**config.mk**
```make
export PLATFORM = sky130hd
export DESIGN_NAME = jdp_port
export DESIGN_NICKNAME = d
export VERILOG_FILES = /design/src/verilog/jdp_pkg.sv /design/src/verilog/jdp_sync.sv /design/src/verilog/jdp_port.sv
export SDC_FILE = /design/constraint.sdc
export NUM_CORES = 1
export LEC_CHECK = 0
export ABC_AREA = 1
export BUFFER_PORTS_ARGS = -buffer_cell sky130_fd_sc_hd__buf_4
export CAP_MARGIN = 20
export CORE_MARGIN = 2
export CORE_UTILIZATION = 25
export CTS_BUF_LIST = sky130_fd_sc_hd__clkbuf_16
export CTS_CLUSTER_SIZE = 30
export DETAILED_ROUTE_END_ITERATION = 12
export GPL_TIMING_DRIVEN = 0
export RECOVER_POWER = 100
export SLEW_MARGIN = 30
export SYNTH_ARGS = -nofsm -noshare
export SYNTH_HDL_FRONTEND = slang
export SYNTH_SLANG_ARGS = --single-unit
```
**constraint.sdc**
```tcl
create_clock -name sys_clk -period 3.2 [get_ports sys_clk]
set_clock_uncertainty 0.15 [all_clocks]
set_input_delay 0.16 -clock sys_clk [delete_from_list [all_inputs] [get_ports sys_clk]]
set_output_delay 0.16 -clock sys_clk [all_outputs]
set_load 0.01 [all_outputs]
```
**src/verilog/jdp_pkg.sv**
```systemverilog
// Package of constants and types for the test access and debug event port
// Notes on behaviour
// - Test data in is captured on rising test clock edges in shift states; those edges are found by sampling on the system clock, which times the test logic.
// - Mode select is sampled on each rising test clock edge and steps the controller.
// - Test data out changes only on falling test clock edges.
// - Test data out is driven only in the two shift states, and floats otherwise, including reset; here it stays driven to the falling edge in exit-1.
// - The test reset input puts the controller in its reset state at on_chip_emulation_module after its system clock synchroniser, with no test clock edge.
// - An external debug request makes the core finish its instruction, save its pipeline, enter debug mode and wait.
// - On entry to debug mode, by request or breakpoint, the event pin is pulled low for exactly three clocks.
// - As an output, the event pin only pulls low or lets go; it is never driven high.
// - Apart from the event line, the emulation module is reached only through the test port pins.
`default_nettype none

package jdp_pkg;

  // ==========================================================
  // Timing and reset values
  localparam logic [1:0] JDP_EVENT_CYCLES = 2'h3;
  localparam logic [4:0] JDP_IR_RESET     = 5'h01;

  // ==========================================================
  // Controller states
  typedef enum logic [15:0] {
    JDP_RESET  = 16'h0001, JDP_IDLE   = 16'h0002, JDP_SEL_DR = 16'h0004,
    JDP_CAP_DR = 16'h0008, JDP_SH_DR  = 16'h0010, JDP_EX1_DR = 16'h0020,
    JDP_PA_DR  = 16'h0040, JDP_EX2_DR = 16'h0080, JDP_UP_DR  = 16'h0100,
    JDP_SEL_IR = 16'h0200, JDP_CAP_IR = 16'h0400, JDP_SH_IR  = 16'h0800,
    JDP_EX1_IR = 16'h1000, JDP_PA_IR  = 16'h2000, JDP_EX2_IR = 16'h4000,
    JDP_UP_IR  = 16'h8000
  } jdp_tap_t;

endpackage : jdp_pkg

`default_nettype wire

```
**src/verilog/jdp_sync.sv**
```systemverilog
// Two-flop synchroniser for one level
`default_nettype none

module jdp_sync (
  // Clock and reset
  input  wire logic sys_clk,
  input  wire logic nrst,
  // Level
  input  wire logic din,
  output logic      dout
);

  logic meta_q;

  always_ff @(posedge sys_clk) begin
    if (!nrst) begin
      meta_q <= 1'b1;
      dout   <= 1'b1;
    end else begin
      meta_q <= din;
      dout   <= meta_q;
    end
  end

endmodule : jdp_sync

`default_nettype wire

```
**src/verilog/jdp_port.sv**
```systemverilog
// Test access port controller and debug event pin logic
`default_nettype none

module jdp_port
  import jdp_pkg::*;
(
  // Clock and reset
  input  wire logic       sys_clk,
  input  wire logic       nrst,
  // Test access pins
  input  wire logic       tck,
  input  wire logic       tms,
  input  wire logic       tdi,
  input  wire logic       trst_n,
  output logic            tdo_o,
  output logic            tdo_oe,
  // Debug event pin, open drain
  input  wire logic       debug_event_pin_i,
  output logic            debug_event_pin_o,
  output logic            debug_event_pin_oe,
  // Core side
  input  wire logic       breakpoint_hit,
  input  wire logic       instr_done,
  output logic            debug_req,
  output logic            save_pipeline,
  output logic            debug_mode,
  input  wire logic       debug_exit,
  output logic [4:0]      ir_value,
  output logic            tap_reset
);

  logic       tck_s, tms_s, tdi_s, trst_s, ev_s;
  logic [4:0] pin_raw;
  logic [4:0] pin_s;

  // ==========================================================
  // Pin synchronisers
  // Tck goes in inverted so its flops reset to the idle-low level: no false edge
  assign pin_raw = {debug_event_pin_i, trst_n, tdi, tms, ~tck};

  for (genvar i = 0; i < 5; i++) begin : g_sync
    jdp_sync i_jdp_sync (
      .sys_clk (sys_clk),
      .nrst    (nrst),
      .din     (pin_raw[i]),
      .dout    (pin_s[i])
    );
  end

  assign tck_s  = ~pin_s[0];
  assign tms_s  = pin_s[1];
  assign tdi_s  = pin_s[2];
  assign trst_s = pin_s[3];
  assign ev_s   = pin_s[4];

  typedef struct packed {
    logic       tck_prev;
    jdp_tap_t   tap;
    logic [4:0] ir_sh;
    logic [4:0] ir;
    logic       bypass;
    logic       tdo;
    logic       tdo_en;
    logic       ev_prev;
    logic       pending;
    logic       dbg;
    logic       save;
    logic [1:0] ev_cnt;
  } jdp_state_t;

  jdp_state_t s_q, s_d;
  logic rise, fall, shift_ir, shift_dr;

  assign rise     = tck_s & ~s_q.tck_prev;
  assign fall     = ~tck_s & s_q.tck_prev;
  assign shift_ir = (s_q.tap == JDP_SH_IR);
  assign shift_dr = (s_q.tap == JDP_SH_DR);

  // ==========================================================
  // Next state
  always_comb begin
    s_d          = s_q;
    s_d.tck_prev = tck_s;
    s_d.save     = 1'b0;
    s_d.ev_prev  = ev_s;
    if (rise) begin
      case (s_q.tap)
        JDP_RESET:  s_d.tap = tms_s ? JDP_RESET  : JDP_IDLE;
        JDP_IDLE:   s_d.tap = tms_s ? JDP_SEL_DR : JDP_IDLE;
        JDP_SEL_DR: s_d.tap = tms_s ? JDP_SEL_IR : JDP_CAP_DR;
        JDP_CAP_DR: s_d.tap = tms_s ? JDP_EX1_DR : JDP_SH_DR;
        JDP_SH_DR:  s_d.tap = tms_s ? JDP_EX1_DR : JDP_SH_DR;
        JDP_EX1_DR: s_d.tap = tms_s ? JDP_UP_DR  : JDP_PA_DR;
        JDP_PA_DR:  s_d.tap = tms_s ? JDP_EX2_DR : JDP_PA_DR;
        JDP_EX2_DR: s_d.tap = tms_s ? JDP_UP_DR  : JDP_SH_DR;
        JDP_UP_DR:  s_d.tap = tms_s ? JDP_SEL_DR : JDP_IDLE;
        JDP_SEL_IR: s_d.tap = tms_s ? JDP_RESET  : JDP_CAP_IR;
        JDP_CAP_IR: s_d.tap = tms_s ? JDP_EX1_IR : JDP_SH_IR;
        JDP_SH_IR:  s_d.tap = tms_s ? JDP_EX1_IR : JDP_SH_IR;
        JDP_EX1_IR: s_d.tap = tms_s ? JDP_UP_IR  : JDP_PA_IR;
        JDP_PA_IR:  s_d.tap = tms_s ? JDP_EX2_IR : JDP_PA_IR;
        JDP_EX2_IR: s_d.tap = tms_s ? JDP_UP_IR  : JDP_SH_IR;
        JDP_UP_IR:  s_d.tap = tms_s ? JDP_SEL_DR : JDP_IDLE;
        default:    s_d.tap = JDP_RESET;
      endcase
      if (s_q.tap == JDP_CAP_IR) s_d.ir_sh = JDP_IR_RESET;
      if (shift_ir) s_d.ir_sh = {tdi_s, s_q.ir_sh[4:1]};
      if (s_q.tap == JDP_UP_IR) s_d.ir = s_q.ir_sh;
      if (s_q.tap == JDP_CAP_DR) s_d.bypass = 1'b0;
      if (shift_dr) s_d.bypass = tdi_s;
      if (s_q.tap == JDP_RESET) s_d.ir = JDP_IR_RESET;
    end
    // Output moves only on the falling edge, sampled by the far side next rise
    if (fall) begin
      s_d.tdo_en = shift_ir | shift_dr;
      s_d.tdo    = shift_ir ? s_q.ir_sh[0] : s_q.bypass;
    end
    if (rise && !shift_ir && !shift_dr) s_d.tdo_en = 1'b0;
    // Debug request: wait for instruction boundary, then save and enter
    if (!ev_s && s_q.ev_prev && !s_q.dbg) s_d.pending = 1'b1;
    if (s_q.pending && instr_done) begin
      s_d.pending = 1'b0;
      s_d.save    = 1'b1;
      s_d.dbg     = 1'b1;
      s_d.ev_cnt  = JDP_EVENT_CYCLES;
    end else if (breakpoint_hit && !s_q.dbg) begin
      // A waiting request is retired, else it would re-enter and pulse again
      s_d.pending = 1'b0;
      s_d.dbg    = 1'b1;
      s_d.ev_cnt = JDP_EVENT_CYCLES;
    end else if (s_q.ev_cnt != 2'h0) begin
      s_d.ev_cnt = s_q.ev_cnt - 2'h1;
    end
    if (debug_exit && s_q.dbg && s_q.ev_cnt == 2'h0) s_d.dbg = 1'b0;
    // Test reset wins over everything on the test side
    if (!trst_s) begin
      s_d.tap    = JDP_RESET;
      s_d.ir     = JDP_IR_RESET;
      s_d.tdo_en = 1'b0;
    end
  end

  always_ff @(posedge sys_clk) begin
    if (!nrst) begin
      s_q     <= '0;
      s_q.tap <= JDP_RESET;
      s_q.ir  <= JDP_IR_RESET;
      s_q.tck_prev <= 1'b0;
      s_q.ev_prev  <= 1'b1;
    end else begin
      s_q <= s_d;
    end
  end

  // ==========================================================
  // Outputs; trst also gates the driver at on_chip_emulation_module
  assign tdo_o              = s_q.tdo;
  assign tdo_oe             = s_q.tdo_en & trst_s;
  assign debug_event_pin_o  = 1'b0;
  assign debug_event_pin_oe = (s_q.ev_cnt != 2'h0);
  assign debug_req          = s_q.pending;
  assign save_pipeline      = s_q.save;
  assign debug_mode         = s_q.dbg;
  assign ir_value           = s_q.ir;
  assign tap_reset          = (s_q.tap == JDP_RESET);

endmodule : jdp_port

`default_nettype wire

```
==> flow_summary.ini, run 1 <==
[cts]
clk_latency_ns = 0.28
htreeDepth = 2
cts_made_buffers = 5
post_cts_resize_count = 0
cts_tree = done
clk_pin_slew_ns = 0.07
cts-root-buf = clkbuf_16
clockBufferDepth = 2
cts.sinks = 46

[routing]
route.detailed.drc = 0
drt_iter0_drc = 88
dr.pass1.iters = 4
vias = 1909
ant_nets = 0
vias_per_cell = 4.30
drt-total-wl_microns = 4550
detail_route.wl_per_cell_microns = 10.2

[run]
maxCapViolations = 0

[global_route]
grt.overflow.total = 0
track_usage_pct = 9.98
grt_max_degree = 16
grt_pass1_wl_microns = 7940
antenna_found_initial = 0
grt_pass1_vias = 1831

[timing]
setup_violations = 0
slew_headroom_pct = 49.7
setup_tns_ns = 0
min_period_ns = 2.35
worstMarginPinSlew_ns = 0.751
slew_violations = 0
finalHoldViolations = 0
max_freq_mhz = 426
grt_setup_unrepaired = false
worst_hold_slack_ns = 0.0979
post-route-period-util_pct = 73.4

[floorplan]
die_x_microns = 97.2
start_util_pct = 26.2
rows = 33
dieArea_sq_mm = 0.00944
core_area_sq_mm = 0.00830
die_h_microns = 97.2
io_pins = 23

[placement]
portBuffers = 21
hpwl_microns = 3400
globalplace.congestion = 0.862
postPlaceCellArea_sq_mm = 0.00246

[critical_path]
crit_type = flop to output pin
worstPathMaxFanout = 10
end_kind = output pin
start_kind = flop
required_ns = 2.89
crit_arrival_ns = 2.04

[yosys]
synth_warnings = 0
ys_seq_area_share_pct = 42.4
synth_seq_cells = 46
syn_nets = 313
syn-cell-area_sq_mm = 0.00217
ys_types = 29
post_synth_inst_count = 302
syn_area_per_cell_sq_um = 7.19

[power]
power_density_mw_per_mm2 = 464
p_leak_nw = 1.06
total_power_mw = 1.19
ir_drop_v = 0.000233

[layout]
fin_util_pct = 31.0
final_common_cell = nand2_1
antenna_cells = 0
syn_to_final_growth_pct = 18.3
design_area_sq_mm = 0.00257
final_cell_mix = nand2_1 (85), dfxtp_1 (46), nor2_1 (34)
final_nets = 349
drive_above_1_share_pct = 14.2

[run_status]
status = completed

[hold_path]
hp-class = input pin to flop
[final timing paths]
| kind | start | slack, ns | cells after the start | end |
|---|---|---|---|---|
| hold reg to reg | g_sync[2].i_jdp_sync.meta_q | 0.26 | 1 | g_sync[2].i_jdp_sync.dout |
| hold / removal | nrst | 0.1 | 3 | debug_mode |
| setup reg to reg | s_q[28] | 0.90 | 9 | ir_value[2] |
| setup / recovery | s_q[28] | 0.85 | 8 | tap_reset |
[sequential cells by signal, indices dropped and copies added, names as in the netlist]
register                  flops
tdo_o                         1
save_pipeline                 1
debug_mode                    1
debug_req                     1
ir_value                      5
s_q                          27
g_sync.i_jdp_sync.dout        5
g_sync.i_jdp_sync.meta_q      5
[cell type report]
cell class,instances,area (sq um)
timing repair buffer,29,193
multi-input combinational,210,981
buffer,12,67.6
tap,105,131
clock buffer,5,125
fill,914,5730
sequential,46,921
inverter,34,129
clock inverter,3,21.3
[logic make-up after synthesis]
kind of cell | count (synthesis) | synth area share [%]
buffers and inverters | 46 | 9.34
AND/OR/NAND/NOR | 166 | 37.3
adder cells (fa/ha/maj) | 1 | 0.576
other | 1 | 0.173
flip-flops | 46 | 42.4
AO/OA/AOI/OAI | 42 | 10.2
[worst max-delay path, cell delays in order (launching register included)]
cell and delay, ns:
dfxtp_1 0.34, nor2_2 0.15, nand2_2 0.10, nor2_1 0.58, nand2_1 0.17, inv_1 0.09, nand2_1 0.07, inv_1 0.11
buf_4 0.13
[synth_stat cells (all sizes together)]
cell | count | area share (%)
clkbuf | 4 | 0.69
or2 | 10 | 2.9
nor3 | 6 | 2.1
nand2 | 88 | 16
nand3 | 20 | 5.2
a21oi | 27 | 6.2
buf | 8 | 2.5
conb | 1 | 0.17
ha | 1 | 0.58
nand4 | 2 | 0.58
nor2 | 39 | 9.7
o21ai | 9 | 2.1
dfxtp | 46 | 42
a31oi | 3 | 0.86
nand3b | 1 | 0.35
inv | 33 | 5.7
clkinv | 1 | 0.40
o211ai | 3 | 1.0
[where the power goes]
group	switching, mW	internal, mW
Sequential	0.00727	0.587
Combinational	0.0530	0.0380
Clock	0.217	0.289
Total	0.277	0.914
[metrics by stage]
stage,setup WS (ns),cells
5_1_grt,0.639,444
3_5_place_dp,1.48,428
6_report,0.850,444
2_1_floorplan,1.70,302
4_1_cts,1.28,444
3_3_place_gp,1.51,428
[per-layer routing]
layer | up-vias | track usage, % | routed length, microns
li1 | 1022 | - | -
met3 | 4 | 2.37 | 156
met1 | 855 | 13.0 | 2280
met2 | 28 | 16.8 | 2080
met4 | 0 | 2.17 | 25
met5 | - | 0 | 0
[repair_timing]
action,CTS,global route
hold buffers,8,0
setup buffers,0,0
endpoints found under the hold margin,7,0
Note: power is estimated with default switching activity, not from simulation.
==> run 2, diff against run 1 <==
clock period = 2.35 ns   (was 3.2 ns; I/O delays follow)
==> flow_summary.ini, run 2 (same netlist as run 1, synthesis figures left out) <==
[routing]
vias = 1904
vias_per_cell = 4.27
drt_iter0_drc = 68
route.detailed.drc = 0
ant_nets = 0
detail_route.wl_per_cell_microns = 10.2
drt-total-wl_microns = 4540
dr.pass1.iters = 6

[cts]
clockBufferDepth = 2
clk_latency_ns = 0.28
cts_made_buffers = 5
clk_pin_slew_ns = 0.07
htreeDepth = 2
cts_tree = done
cts.sinks = 46
post_cts_resize_count = 0
cts-root-buf = clkbuf_16

[critical_path]
reg2reg_setup_slack_ns = 0.40
end_kind = flop
reg2reg_to = ir_value[2]
ff2ff_path_depth = 9
r2r_start = s_q[20]
max_stage_delay_ns = 0.35
crit_type = flop to flop
start_kind = flop
cp_slowest_cell = dfxtp_1
required_ns = 2.41
worstPathMaxFanout = 6
crit_chain = nor2_1 -> nand2_1 -> nor2_1 -> nand3b_1 -> nand2_1 -> nand2_4 -> clkinvlp_2 -> nand3_1 -> a21oi_1
crit_arrival_ns = 2.01

[global_route]
grt_max_degree = 16
grt_pass1_vias = 1833
grt_pass1_wl_microns = 7950
grt.overflow.total = 0
track_usage_pct = 9.98
antenna_found_initial = 0

[placement]
dp.cells = 428
portBuffers = 21
globalplace.congestion = 0.862
hpwl_microns = 3400

[hold_path]
hold_start = breakpoint_hit
whs_endpoint = s_q[0]
hold_depth = 5
hp-class = input pin to flop

[run_status]
status = completed

[layout]
final_nets = 351
antenna_cells = 0
regMostFlops = s_q
syn_to_final_growth_pct = 21.6
largest_reg_flops = 27
final_cell_mix = nand2_1 (81), dfxtp_1 (46), inv_1 (30), nor2_1 (30), a21oi_1 (27)
drive_above_1_share_pct = 17.0
fillerInstances = 901
fin_cells = 446
final_common_cell = nand2_1

[power]
power_density_mw_per_mm2 = 617
total_power_mw = 1.63
ir_drop_v = 0.000317
p_leak_nw = 1.09

[timing]
setup_violations = 0
worstMarginPinSlew_ns = 0.592
grt_setup_unrepaired = false
max_freq_mhz = 512
finalHoldViolations = 0
setup_tns_ns = 0
slew_violations = 0
slew_headroom_pct = 60.1
post-route-period-util_pct = 83.1
min_period_ns = 1.95

[floorplan]
io_pins = 23
die_x_microns = 97.2
die_h_microns = 97.2
core_area_sq_mm = 0.00830
start_util_pct = 26.2
rows = 33
dieArea_sq_mm = 0.00944

[run]
maxCapViolations = 0
==> run 2: cell count changes in the layout (fill, tap and decap cells not counted), moves of 3 or more <==
cell,previous run,this run
nor2_1,34,30
nand2_1,85,81
nand2_2,3,6
clkbuf_4,6,1
buf_4,9,14
==> run 2: worst max-delay path, delay by kind of cell (launching register included) <==
family / cells / cell delay (ns)
AOI/OAI and AO/OA: 1 / 0.13
and+or+nand+nor: 7 / 1.11
DFF: 1 / 0.35
buffers and inverters: 1 / 0.14
==> run 2: worst max-delay path by stage <==
stage                       start     endpoint  slack, ns  cells past startpoint
after floorplan           s_q[27]      s_q[19]       0.85                      8
after global placement    s_q[27]      s_q[19]       0.66                      8
after detailed placement  s_q[27]      s_q[19]       0.63                      8
after CTS                 s_q[27]    tap_reset       0.47                      8
after global routing      s_q[20]      s_q[18]       0.20                      9
final                     s_q[20]  ir_value[2]       0.40                      9
==> run 2: final cells by class <==
cell class                      instances  area, sq um  area share, %
Buffer                                 12         70.1           2.65
Clock buffer                            5          125           4.74
Inverter                               34          129           4.88
Tap cell                              105          131           4.98
Clock inverter                          3         21.3          0.806
Multi-Input combinational cell        210         1030           39.0
Sequential cell                        46          921           34.9
Timing Repair Buffer                   31          213           8.06
==> run 2: timing repair <==
| item | in CTS | in global routing |
|---|---|---|
| setup buffers | 0 | 0 |
| hold endpoints to repair | 9 | 0 |
| hold buffers | 10 | 0 |
==> run 2: routing by layer <==
layer / vias to the layer above / track usage [%] / wire, microns
li1: 1030 / - / -
met1: 849 / 13.0 / 2290
met2: 21 / 16.8 / 2080
met3: 4 / 2.37 / 144
met4: 0 / 2.17 / 30
met5: - / 0 / 0
==> run 2: through the flow <==
step | cell area [sq um] | hold WS, ns | setup slack (ns) | util, %
floorplan | 2170 | 0.0294 | 0.847 | -
global placement | 2460 | 0.136 | 0.659 | 29.6
detailed placement | 2460 | 0.141 | 0.635 | 29.6
CTS | 2710 | 0.0889 | 0.475 | 32.6
global route | 2640 | 0.129 | 0.197 | 31.8
finish | 2640 | 0.0931 | 0.397 | 31.8
==> run 2: where the power goes <==
group | switching, mW | internal, mW | total (mW) | leakage, nW
combinational | 0.0743 | 0.0569 | 0.131 | 0.646
sequential | 0.0105 | 0.799 | 0.810 | 0.374
clock | 0.295 | 0.394 | 0.689 | 0.0698
==> run 3, diff against run 2 <==
clock period = 1.8 ns   (was 2.35 ns; I/O delays follow)
==> flow_summary.ini, run 3 (same netlist as run 1, synthesis figures left out) <==
[run_status]
status = completed

[timing]
setup_tns_ns = 0
slew_violations = 0
setup_ws_ns = 0.107
max_freq_mhz = 591
min_period_ns = 1.69
worst_hold_slack_ns = 0.0629
grt_setup_unrepaired = false
finalHoldViolations = 0
post-route-period-util_pct = 94.0
setup_violations = 0

[layout]
drive_above_1_share_pct = 21.2
antenna_cells = 0
fillerInstances = 879
final_common_cell = nand2_1
final_cell_mix = nand2_1 (79), dfxtp_1 (46), inv_1 (27), a21oi_1 (27), nor2_1 (26)
final_nets = 354
largest_reg_flops = 27
regMostFlops = s_q
syn_to_final_growth_pct = 25.9

[global_route]
grt_pass1_vias = 1846
grt_pass1_wl_microns = 8050
track_usage_pct = 10.1
antenna_found_initial = 0
grt.overflow.total = 0
grt_max_degree = 16

[placement]
globalplace.congestion = 0.862
hpwl_microns = 3400
portBuffers = 21
dp_slack_ns = 0.0849

[critical_path]
worstSetupPathDepth = 8
crit_arrival_ns = 1.45
ff2ff_path_depth = 10
start_kind = flop
max_stage_delay_ns = 0.36
cpMostUsedCell = nand2_1
required_ns = 1.56
crit_chain = nor2_4 -> nand2_4 -> nor2_8 -> nand2_1 -> inv_1 -> nand2_1 -> inv_2 -> buf_4
crit_type = flop to output pin
end_kind = output pin
cp_slowest_cell = dfxtp_1
worstPathMaxFanout = 4
path_buf_inv = 3
crit_family = simple AND/OR/NAND/NOR gates

[routing]
ant_nets = 0
vias_per_cell = 4.24
route.detailed.drc = 0
dr.pass1.iters = 4
drt-total-wl_microns = 4590
vias = 1903
drt_iter0_drc = 87
detail_route.wl_per_cell_microns = 10.2

[cts]
cts.sinks = 46
clockBufferDepth = 2
clk_pin_slew_ns = 0.07
clk_latency_ns = 0.28
htreeDepth = 2
cts_tree = done
cts_made_buffers = 5
cts-root-buf = clkbuf_16

[floorplan]
rows = 33
die_h_microns = 97.2
die_x_microns = 97.2
core_area_sq_mm = 0.00830
dieArea_sq_mm = 0.00944
start_util_pct = 26.2
io_pins = 23

[run]
maxCapViolations = 0

[power]
power_density_mw_per_mm2 = 781
p_leak_nw = 1.12
ir_drop_v = 0.000414

[hold_path]
hold_depth = 5
hp-class = input pin to flop
## run 3: cell types whose count changed in the layout (fill, tap and decap cells not counted), moves of 2 or more
cell and delta:
nor3_2 +2, buf_4 -3, inv_1 -3, nor3_1 -2, nor2_4 +6, nor2_1 -4
nand2_1 -2, clkbuf_4 +5, nor2_2 -2, inv_2 +3
## run 3: layout make-up
type / count / area [sq um] / area share [%]
multi-input combinational: 210 / 1090 / 40.0
inverter: 34 / 133 / 4.85
clock inverter: 3 / 21.3 / 0.778
clock buffer: 5 / 125 / 4.58
tap: 105 / 131 / 4.81
buffer: 12 / 70.1 / 2.56
timing repair buffer: 34 / 239 / 8.74
sequential: 46 / 921 / 33.7
## run 3: layer usage
metal / vias up / routed length [microns] / GRT usage (%)
met2: 23 / 2070 / 16.8
met4: 0 / 30 / 2.28
li1: 1032 / - / -
met5: - / 0 / 0
met3: 4 / 133 / 2.52
met1: 844 / 2360 / 13.3
## run 3: worst min-delay path, stage by stage
cell     delay [ns]
buf_4          0.08
nand2_1        0.04
nand2_1        0.06
inv_1          0.06
a31oi_1        0.12
## run 3: through the flow
stage               area (sq um)  util (%)  cells  power, mW
finish                      2730      32.9    449       2.13
global placement            2460      29.6    428       1.24
detailed placement          2460      29.6    428       1.25
global route                2730      32.9    449       2.23
CTS                         2720      32.8    448       2.17
floorplan                   2170         -    302       1.19
## run 3: path summary, 6_finish.rpt
kind                                     from                        end  slack, ns
setup / recovery                      s_q[28]                  tap_reset       0.11
hold / removal                 breakpoint_hit                     s_q[0]       0.06
setup reg to reg                      s_q[28]                ir_value[2]       0.13
hold reg to reg   g_sync[2].i_jdp_sync.meta_q  g_sync[2].i_jdp_sync.dout       0.26
## run 3: repair_timing
| action | in CTS | in global routing |
|---|---|---|
| gates resized for setup | 0 | 13 |
| hold buffers | 10 | 0 |
| hold endpoints to repair | 9 | 0 |
| setup buffers | 2 | 1 |
| setup endpoints to repair | 1 | 11 |
| pin swaps | 1 | 2 |
## run 3: power by group
group          leakage [nW]  switching, mW  internal, mW  total (mW)
Combinational         0.679         0.0992        0.0760       0.175
Clock                0.0698          0.387         0.514       0.901
Sequential            0.374         0.0147          1.04        1.06
